**config.mk**
```make
export PLATFORM = sky130hd
export DESIGN_NAME = acs_seq_top
export DESIGN_NICKNAME = d
export VERILOG_FILES = /design/src/acs_seq_top.v /design/src/acs_buf_mem.v /design/src/acs_conv_unit.v
export VERILOG_INCLUDE_DIRS = /design/src /design/src/include
export SDC_FILE = /design/constraint.sdc
export NUM_CORES = 1
export LEC_CHECK = 0
export ABC_AREA = 1
export BUFFER_PORTS_ARGS = -buffer_cell sky130_fd_sc_hd__buf_2
export CAP_MARGIN = 0
export CORE_MARGIN = 2
export CORE_UTILIZATION = 45
export DETAILED_ROUTE_END_ITERATION = 6
export PLACE_DENSITY_LB_ADDON = 0.12
export SLEW_MARGIN = 40
export SYNTH_ARGS = -nofsm -noshare
export SYNTH_HDL_FRONTEND = slang
export SYNTH_SLANG_ARGS = --single-unit
```
**constraint.sdc**
```tcl
create_clock -name pclk -period 6.6 [get_ports pclk]
set_input_delay 0.33 -clock pclk [delete_from_list [all_inputs] [get_ports pclk]]
set_output_delay 0.33 -clock pclk [all_outputs]
set_load 0.005 [all_outputs]
```
**src/include/acs_map.vh**
```
// Register map, field positions and timing counts of the ADC conversion sequencer
// What this block does
// - Justify 0: top eight high, rest low
// - Justify 1: top bits at low end of high byte, low eight low
// - Completion sets flag, clears start unless a repeat restarts; software clears
// - Scan sample time two or thirty-two ticks
// - Run count: conversions, or channels when scanning
// - Repeat mode, buffer bit clear, flags and restarts each conversion
// - Single scan sweeps slots into buffer once
// - Converter off stops a running scan
// - Repeat scan flags each pass, then rescans
// - Start ignored while completion flag set
// - Length bit selects twelve or upper ten
// - Eight four-bit slots, two per register
// - Eight buffer entries, high and low bytes
`ifndef ACS_MAP_VH
`define ACS_MAP_VH

// ****************************************
// Register offsets
// ****************************************
`define ACS_OFF_CTRL0 8'h00
`define ACS_OFF_CHAN 8'h04
`define ACS_OFF_CTRL2 8'h08
`define ACS_OFF_RES_LOW 8'h0C
`define ACS_OFF_RES_HIGH 8'h10
`define ACS_OFF_MODE 8'h14
`define ACS_OFF_SLOT0 8'h18
`define ACS_OFF_SLOT1 8'h1C
`define ACS_OFF_SLOT2 8'h20
`define ACS_OFF_SLOT3 8'h24
`define ACS_BUF_BASE_HI 2'h1

// ****************************************
// Field positions
// ****************************************
`define ACS_CTRL0_ON 7
`define ACS_CTRL0_START 6
`define ACS_CTRL0_FLAG 5
`define ACS_CTRL2_LEN 7
`define ACS_CTRL2_JUST 6
`define ACS_MODE_BUF 6
`define ACS_MODE_REP 5
`define ACS_MODE_SCAN 4
`define ACS_MODE_SMP 3

// ****************************************
// Reset values and timing counts
// ****************************************
`define ACS_RST_BYTE 8'h00
`define ACS_CLK_DIV 4'h4
`define ACS_SAMPLE_SHORT 6'h02
`define ACS_SAMPLE_LONG 6'h20

`endif

```
**src/acs_seq_top.v**
```verilog
// ADC conversion sequencer: APB registers, mode control and result placement
`default_nettype none
`include "acs_map.vh"

module acs_seq_top (
	// Clock and reset
	input wire pclk,
	input wire presetn,
	// APB slave
	input wire psel,
	input wire penable,
	input wire pwrite,
	input wire [7:0] paddr,
	input wire [31:0] pwdata,
	output reg [31:0] prdata,
	output wire pready,
	output wire pslverr,
	// Converter core
	output wire converter_power,
	output reg [3:0] conv_channel,
	output wire conv_clk_tick,
	output wire conv_sampling,
	output wire conv_trigger,
	input wire [11:0] core_result,
	input wire core_valid
);

	// ****************************************
	// Functions
	// ****************************************
	function reg_hit;
		input [7:0] a;
		begin
			reg_hit = (a[1:0] == 2'b00) &&
				((a <= `ACS_OFF_SLOT3) || (a[7:6] == `ACS_BUF_BASE_HI));
		end
	endfunction

	function [15:0] place;
		input [11:0] r;
		input len10;
		input just;
		reg [11:0] v;
		begin
			v = len10 ? {2'b00, r[11:2]} : r;
			if (just) begin
				place = {4'h0, v};
			end else if (len10) begin
				place = {v[9:2], 6'h00, v[1:0]};
			end else begin
				place = {v[11:4], 4'h0, v[3:0]};
			end
		end
	endfunction

	// ****************************************
	// Registers
	// ****************************************
	reg conv_on;
	reg conv_start;
	reg conv_done_flag;
	reg [3:0] ctrl0_misc;
	reg [1:0] int_channel;
	reg [3:0] ext_channel_choice;
	reg [7:0] converter_ctrl2;
	reg [7:0] result_low;
	reg [7:0] result_high;
	reg [7:0] seq_mode_ctrl;
	reg [31:0] sweep_slot_regs;
	reg [2:0] run_idx;
	reg launch;
	reg ack;

	wire result_length = converter_ctrl2[`ACS_CTRL2_LEN];
	wire justify = converter_ctrl2[`ACS_CTRL2_JUST];
	wire buf_mode = seq_mode_ctrl[`ACS_MODE_BUF];
	wire repeat_mode = seq_mode_ctrl[`ACS_MODE_REP];
	wire scan_mode = seq_mode_ctrl[`ACS_MODE_SCAN];
	wire sweep_sample_time = seq_mode_ctrl[`ACS_MODE_SMP];
	wire [2:0] run_last = seq_mode_ctrl[2:0];
	wire buffered = scan_mode | (buf_mode & repeat_mode);

	wire cu_done;
	wire [11:0] cu_result;
	wire [15:0] mem_rd;
	wire [15:0] placed = place(cu_result, result_length, justify);

	// ****************************************
	// APB handshake: one wait state
	// ****************************************
	wire xfer = psel & penable & ack;
	wire wr = xfer & pwrite;
	wire wr_ctrl0 = wr & (paddr == `ACS_OFF_CTRL0);
	wire stop_req = wr_ctrl0 & (~pwdata[`ACS_CTRL0_ON] | ~pwdata[`ACS_CTRL0_START]);
	wire abort = stop_req | ~conv_on;
	wire take = cu_done & ~stop_req;
	wire mem_we = take & buffered;

	assign pready = penable & ack;
	assign pslverr = pready & ~reg_hit(paddr);
	assign converter_power = conv_on;

	always @(posedge pclk or negedge presetn) begin
		if (!presetn) begin
			ack <= 1'b0;
		end else begin
			ack <= psel & penable & ~ack;
		end
	end

	// ****************************************
	// Read data
	// ****************************************
	reg [7:0] rd_byte;
	always @* begin
		rd_byte = 8'h00;
		case (paddr)
			`ACS_OFF_CTRL0: rd_byte = {conv_on, conv_start, conv_done_flag, 1'b0, ctrl0_misc};
			`ACS_OFF_CHAN: rd_byte = {int_channel, 2'b00, ext_channel_choice};
			`ACS_OFF_CTRL2: rd_byte = converter_ctrl2;
			`ACS_OFF_RES_LOW: rd_byte = result_low;
			`ACS_OFF_RES_HIGH: rd_byte = result_high;
			`ACS_OFF_MODE: rd_byte = seq_mode_ctrl;
			`ACS_OFF_SLOT0: rd_byte = sweep_slot_regs[7:0];
			`ACS_OFF_SLOT1: rd_byte = sweep_slot_regs[15:8];
			`ACS_OFF_SLOT2: rd_byte = sweep_slot_regs[23:16];
			`ACS_OFF_SLOT3: rd_byte = sweep_slot_regs[31:24];
			default: begin
				if (reg_hit(paddr)) begin
					rd_byte = paddr[2] ? mem_rd[7:0] : mem_rd[15:8];
				end
			end
		endcase
	end

	always @(posedge pclk or negedge presetn) begin
		if (!presetn) begin
			prdata <= 32'h00000000;
		end else if (psel & penable & ~ack & ~pwrite) begin
			prdata <= {24'h000000, rd_byte};
		end
	end

	// ****************************************
	// Control, configuration and sequencing
	// ****************************************
	always @(posedge pclk or negedge presetn) begin
		if (!presetn) begin
			conv_on <= 1'b0;
			conv_start <= 1'b0;
			conv_done_flag <= 1'b0;
			ctrl0_misc <= 4'h0;
			int_channel <= 2'b00;
			ext_channel_choice <= 4'h0;
			converter_ctrl2 <= `ACS_RST_BYTE;
			result_low <= `ACS_RST_BYTE;
			result_high <= `ACS_RST_BYTE;
			seq_mode_ctrl <= `ACS_RST_BYTE;
			sweep_slot_regs <= 32'h00000000;
			run_idx <= 3'h0;
			launch <= 1'b0;
		end else begin
			launch <= 1'b0;
			if (wr_ctrl0) begin
				conv_on <= pwdata[`ACS_CTRL0_ON];
				ctrl0_misc <= pwdata[3:0];
				if (!pwdata[`ACS_CTRL0_FLAG]) begin
					conv_done_flag <= 1'b0;
				end
				if (stop_req) begin
					conv_start <= 1'b0;
				end else if (!conv_start && !conv_done_flag) begin
					conv_start <= 1'b1;
					run_idx <= 3'h0;
					launch <= 1'b1;
				end
			end else if (!conv_on) begin
				conv_start <= 1'b0;
			end
			if (wr) begin
				case (paddr)
					`ACS_OFF_CHAN: begin
						int_channel <= pwdata[7:6];
						ext_channel_choice <= pwdata[3:0];
					end
					`ACS_OFF_CTRL2: converter_ctrl2 <= pwdata[7:0];
					`ACS_OFF_RES_LOW: result_low <= pwdata[7:0];
					`ACS_OFF_RES_HIGH: result_high <= pwdata[7:0];
					`ACS_OFF_MODE: seq_mode_ctrl <= pwdata[7:0];
					`ACS_OFF_SLOT0: sweep_slot_regs[7:0] <= pwdata[7:0];
					`ACS_OFF_SLOT1: sweep_slot_regs[15:8] <= pwdata[7:0];
					`ACS_OFF_SLOT2: sweep_slot_regs[23:16] <= pwdata[7:0];
					`ACS_OFF_SLOT3: sweep_slot_regs[31:24] <= pwdata[7:0];
					default: begin
					end
				endcase
			end
			if (take && conv_on) begin
				if (buffered) begin
					if (run_idx == run_last) begin
						run_idx <= 3'h0;
						conv_done_flag <= 1'b1;
						if (scan_mode && repeat_mode) begin
							launch <= 1'b1;
						end else begin
							conv_start <= 1'b0;
						end
					end else begin
						run_idx <= run_idx + 3'h1;
						launch <= 1'b1;
					end
				end else begin
					result_high <= placed[15:8];
					result_low <= placed[7:0];
					conv_done_flag <= 1'b1;
					if (repeat_mode) begin
						launch <= 1'b1;
					end else begin
						conv_start <= 1'b0;
					end
				end
			end
		end
	end

	// Channel for the conversion being launched
	always @(posedge pclk or negedge presetn) begin
		if (!presetn) begin
			conv_channel <= 4'h0;
		end else if (launch) begin
			conv_channel <= scan_mode ? sweep_slot_regs[run_idx * 4 +: 4]
				: ext_channel_choice;
		end
	end

	// ****************************************
	// Submodules
	// ****************************************
	acs_conv_unit u_conv (
		.pclk(pclk),
		.presetn(presetn),
		.go(launch),
		.abort(abort),
		.long_sample(scan_mode & sweep_sample_time),
		.busy(),
		.done(cu_done),
		.result(cu_result),
		.conv_clk_tick(conv_clk_tick),
		.sampling(conv_sampling),
		.conv_trigger(conv_trigger),
		.core_result(core_result),
		.core_valid(core_valid)
	);

	acs_buf_mem u_buf (
		.pclk(pclk),
		.presetn(presetn),
		.wr_en(mem_we),
		.wr_addr(run_idx),
		.wr_data(placed),
		.rd_addr(paddr[5:3]),
		.rd_data(mem_rd)
	);

endmodule // acs_seq_top

`default_nettype wire

```
**src/acs_buf_mem.v**
```verilog
// Eight-entry result buffer with registered read data
`default_nettype none

module acs_buf_mem (
	// Clock and reset
	input wire pclk,
	input wire presetn,
	// Write port
	input wire wr_en,
	input wire [2:0] wr_addr,
	input wire [15:0] wr_data,
	// Read port
	input wire [2:0] rd_addr,
	output reg [15:0] rd_data
);

	reg [15:0] mem [0:7];

	always @(posedge pclk) begin
		if (wr_en) begin
			mem[wr_addr] <= wr_data;
		end
	end

	always @(posedge pclk or negedge presetn) begin
		if (!presetn) begin
			rd_data <= 16'h0000;
		end else begin
			rd_data <= mem[rd_addr];
		end
	end

endmodule // acs_buf_mem

`default_nettype wire

```
**src/acs_conv_unit.v**
```verilog
// Converter clock divider and sample/convert sequencing of one conversion
`default_nettype none
`include "acs_map.vh"

module acs_conv_unit (
	// Clock and reset
	input wire pclk,
	input wire presetn,
	// Sequencer side
	input wire go,
	input wire abort,
	input wire long_sample,
	output reg busy,
	output reg done,
	output reg [11:0] result,
	// Converter core side
	output reg conv_clk_tick,
	output reg sampling,
	output reg conv_trigger,
	input wire [11:0] core_result,
	input wire core_valid
);

	localparam ST_IDLE = 2'b00;
	localparam ST_SAMPLE = 2'b01;
	localparam ST_CONV = 2'b10;

	reg [1:0] state;
	reg [3:0] div_cnt;
	reg [5:0] smp_cnt;
	wire tick = (div_cnt == `ACS_CLK_DIV - 4'h1);
	wire [5:0] smp_limit = long_sample ? `ACS_SAMPLE_LONG : `ACS_SAMPLE_SHORT;

	// ****************************************
	// Converter clock enable
	// ****************************************
	always @(posedge pclk or negedge presetn) begin
		if (!presetn) begin
			div_cnt <= 4'h0;
			conv_clk_tick <= 1'b0;
		end else begin
			div_cnt <= tick ? 4'h0 : div_cnt + 4'h1;
			conv_clk_tick <= tick;
		end
	end

	// ****************************************
	// Sample and convert
	// ****************************************
	always @(posedge pclk or negedge presetn) begin
		if (!presetn) begin
			state <= ST_IDLE;
			smp_cnt <= 6'h00;
			busy <= 1'b0;
			done <= 1'b0;
			sampling <= 1'b0;
			conv_trigger <= 1'b0;
			result <= 12'h000;
		end else begin
			done <= 1'b0;
			conv_trigger <= 1'b0;
			if (abort) begin
				state <= ST_IDLE;
				busy <= 1'b0;
				sampling <= 1'b0;
			end else begin
				case (state)
					ST_IDLE: begin
						if (go) begin
							state <= ST_SAMPLE;
							smp_cnt <= 6'h00;
							busy <= 1'b1;
							sampling <= 1'b1;
						end
					end
					ST_SAMPLE: begin
						if (tick) begin
							smp_cnt <= smp_cnt + 6'h01;
							if (smp_cnt == smp_limit - 6'h01) begin
								sampling <= 1'b0;
								conv_trigger <= 1'b1;
								state <= ST_CONV;
							end
						end
					end
					ST_CONV: begin
						if (core_valid) begin
							result <= core_result;
							done <= 1'b1;
							busy <= 1'b0;
							state <= ST_IDLE;
						end
					end
					default: begin
						state <= ST_IDLE;
					end
				endcase
			end
		end
	end

endmodule // acs_conv_unit

`default_nettype wire

```
==> Flow_metrics.wiki <==
{| class="wikitable"
! Metric !! Value
|-
| Run status || completed
|-
| Number of enable flip-flop cells after synthesis || between 100 and 150
|-
| IR drop worst, VDD || roughly 0.00019 V
|-
| Final cell count without fillers || approximately 1700
|-
| PortBufs || between 50 and 60
|-
| Maximum buffer depth of the clock tree || 3
|-
| Antenna cells || 0
|-
| Ranking of synthesized cells by instance count || 291 x sky130_fd_sc_hd__nand2_1, 190 x sky130_fd_sc_hd__nor2_1, 152 x sky130_fd_sc_hd__o21ai_0
|-
| Top area cells in the synthesized netlist || sky130_fd_sc_hd__edfxtp_1 32%, sky130_fd_sc_hd__dfrtp_1 28%, sky130_fd_sc_hd__nand2_1 9.0%
|-
| Critical Path End Type || primary output
|-
| Met3 WL || roughly 1600 um
|-
| Endpoint required time on the critical path || roughly 6.3 ns
|-
| Number of cells after detailed placement || 1641
|-
| Horiz. Die Dim || ~170 um
|-
| Start point of the critical path || paddr[3]
|-
| Initial antenna violation count || 0
|-
| Total cell area at the placement stage || ~13000 sq um
|-
| Share of the core filled with cells || 0.520
|-
| Leading register cell type out of synthesis || sky130_fd_sc_hd__dfrtp_1
|-
| CTS Buf Count || 30
|-
| Wl on met1 || 15200 um
|-
| Number of max-cap violations || 0
|-
| Share of async-settable or async-resettable flops after synthesis || 0.519
|-
| Clock sink total || between 200 and 300
|-
| Number of cells on the worst reg-to-reg path || 6
|-
| # H-tree levels || 1
|-
| Yosys top cell area share || 0.317
|-
| Floorplan core area || about 27000 sq um
|-
| Antenna viol nets, final || 0
|-
| Final net count || about 1400
|-
| Synthesized area per cell || approximately 9.4 sq um
|-
| Kind of launch point of the worst setup path || input port
|-
| Leakage || around 5.9 nW
|-
| Worst-case register-to-register setup slack || between 3 and 4 ns
|-
| Final Critical Period || between 3 and 4 ns
|-
| Headroom to the max-slew limit || 0.437
|-
| Standard-cell row count || 60
|-
| Synth cell types || between 40 and 50
|-
| Post-route cell area || around 14000 sq um
|-
| Met2 Wirelength || roughly 15000 um
|-
| Setup clock skew after layout || roughly 0.022 ns
|-
| Clk slew on worst S/H paths || approximately 0.050 ns
|-
| Yosys synthesis warning count || 0
|-
| I/O pin count || 100
|-
| Hold Violations, Final || 0
|-
| Number of max-slew violations in the final report || 0
|-
| Most frequently used cell type in the post-synthesis netlist || sky130_fd_sc_hd__nand2_1
|-
| Pin count of the biggest net entering global routing || a little over 90
|-
| CP Max Fanout || between 60 and 70
|-
| Total negative setup slack || 0 ns
|-
| Highest clock rate || roughly 0.33 GHz
|-
| Avg WL per Cell || around 19 um
|-
| Data arrival time at the worst-slack endpoint || 2.70 ns
|-
| CTS tree || done
|-
| Clock Root Buffer || sky130_fd_sc_hd__clkbuf_16
|-
| Via count of the first global-routing pass || between 8000 and 9000
|-
| Starting DRC count in detailed routing || just under 800
|-
| Total track usage || 0.230
|-
| DR DRC count || 0
|-
| Initial standard-cell utilization of the core || 0.454
|-
| TritonRoute pass-1 iters || 5
|-
| Remaining global-route overflow || 0
|-
| Cell Area, Synth || between 10000 and 15000 sq um
|-
| Vias per cell || about 5.3
|-
| Clock latency on the worst-skew pair || between 0.5 and 0.6 ns
|-
| PwrDens || 302 nW/um^2
|-
| Number of setup violations in the final report || 0
|-
| FF+latch count, synth || between 200 and 300
|-
| Cells after synthesis || ~1300
|-
| Overall via count from detail_route || 9035
|-
| Area grow syn2layout || 14.6%
|-
| Classification of the worst-slack hold path || in2reg
|-
| Sequential share of the synthesized area || 0.601
|-
| Top Metal Used || met4
|-
| Synth area leader || sky130_fd_sc_hd__edfxtp_1
|-
| Die outline area || 28300 sq um
|-
| Final weighted congestion of routability-driven global placement || 0.880
|-
| Routed WL || 32500 um
|-
| Hpwl dp || ~21000 um
|-
| Crit path to || pslverr
|-
| Fraction of final layout cells sized beyond drive strength 1 || 0.123
|-
| Destination of the worst register-to-register timing path || u_buf.mem[0][12]
|-
| Setup repair after global routing missed its margin || false
|-
| Number of instances resized during post-cts repair || 0
|-
| Die height || between 150 and 200 um
|-
| Portion of the clock cycle consumed by the worst path in the final layout || 0.460
|-
| Critical R2R Launch || seq_mode_ctrl[4]
|-
| Transition at the pin with the smallest max-transition slack || 0.842 ns
|-
| Worst Setup Path Type || in2out
|-
| First-pass GRT wire length || 49900 um
|}
-- timing repair --
item / in CTS / in global routing
endpoints found under the hold margin: 105 / 0
buffers inserted: 0 / 0
hold buffers: 15 / 0
-- how the worst min path moves through the flow --
| stage | start | to | slack, ns | cells past startpoint |
|---|---|---|---|---|
| finish | penable | ack | 0.02 | 3 |
| floorplan | presetn | ack | 0.03 | 0 |
| detailed placement | presetn | conv_channel[3] | 0.41 | 1 |
| CTS | penable | ack | 0.0009 | 3 |
| global route | penable | ack | 0.02 | 3 |
| global placement | ack | ack | 0.42 | 1 |
-- kinds of logic after synthesis --
group,share of synthesized area
AOI/OAI and AO/OA,0.106
xor gates and xnor gates,0.00577
adders and majority gates,0.00309
buffers and inverters,0.0663
DFF,0.601
muxes,0.00660
other,0.000309
and+or+nand+nor,0.210
-- through the flow --
stage / hold WS (ns) / power (W) / worst slack [ns]
2_1_floorplan: 0.0344 / 0.00224 / 4.39
3_3_place_gp: 0.423 / 0.00238 / 3.24
3_5_place_dp: 0.411 / 0.00240 / 3.49
4_1_cts: 0.000850 / 0.00423 / 3.55
5_1_grt: 0.0153 / 0.00436 / 3.37
6_report: 0.0176 / 0.00420 / 3.57
-- critical path: stages --
cell and delay [ns]:
sky130_fd_sc_hd__buf_2 0.10, sky130_fd_sc_hd__buf_4 0.32, sky130_fd_sc_hd__clkinv_1 0.10, sky130_fd_sc_hd__buf_4 0.53, sky130_fd_sc_hd__nand2_1 0.19, sky130_fd_sc_hd__nor2_4 0.43
sky130_fd_sc_hd__nand2_2 0.26, sky130_fd_sc_hd__nand2_1 0.19, sky130_fd_sc_hd__a21oi_1 0.08, sky130_fd_sc_hd__buf_2 0.13
-- routing by layer --
metal  GRT usage  up-vias
li1            -     4388
met1       0.337     4320
met2       0.360      269
met3      0.0310       58
met4      0.0656        0
met5           0        -
-- registers in the layout (all words and copies together) (netlist names), 2 cells and up --
register	count
conv_channel	4
converter_ctrl2	8
ctrl0_misc	4
ext_channel_choice	4
int_channel	2
prdata	8
result_high	8
result_low	8
run_idx	3
seq_mode_ctrl	8
sweep_slot_regs	32
u_buf.mem	128
u_buf.rd_data	16
u_conv.div_cnt	4
u_conv.result	12
u_conv.smp_cnt	6
u_conv.state	2
-- area by class of cell --
cell class / instances / area (sq um)
timing repair buffer: 76 / 490
clock inverter: 21 / 304
fill: 2473 / 12800
tap: 341 / 427
sequential: 266 / 7300
multi-input combinational: 871 / 4200
inverter: 102 / 390
clock buffer: 35 / 800
-- power by group --
part	internal (W)	switching, W
clock network	0.00114	0.000687
logic	0.000130	0.000317
registers	0.00187	0.0000496
total	0.00314	0.00105
-- cell usage in the layout (no fill, tap or decap), types with 16 or more instances in the layout --
cell type	instances
sky130_fd_sc_hd__clkbuf_16	30
sky130_fd_sc_hd__nand3_1	82
sky130_fd_sc_hd__edfxtp_1	128
sky130_fd_sc_hd__dfrtp_1	138
sky130_fd_sc_hd__buf_2	50
sky130_fd_sc_hd__nor2_1	184
sky130_fd_sc_hd__o211ai_1	16
sky130_fd_sc_hd__inv_1	94
sky130_fd_sc_hd__conb_1	24
sky130_fd_sc_hd__o21ai_0	152
sky130_fd_sc_hd__nand2_1	291
No activity file was read; power rests on OpenSTA's default activity.
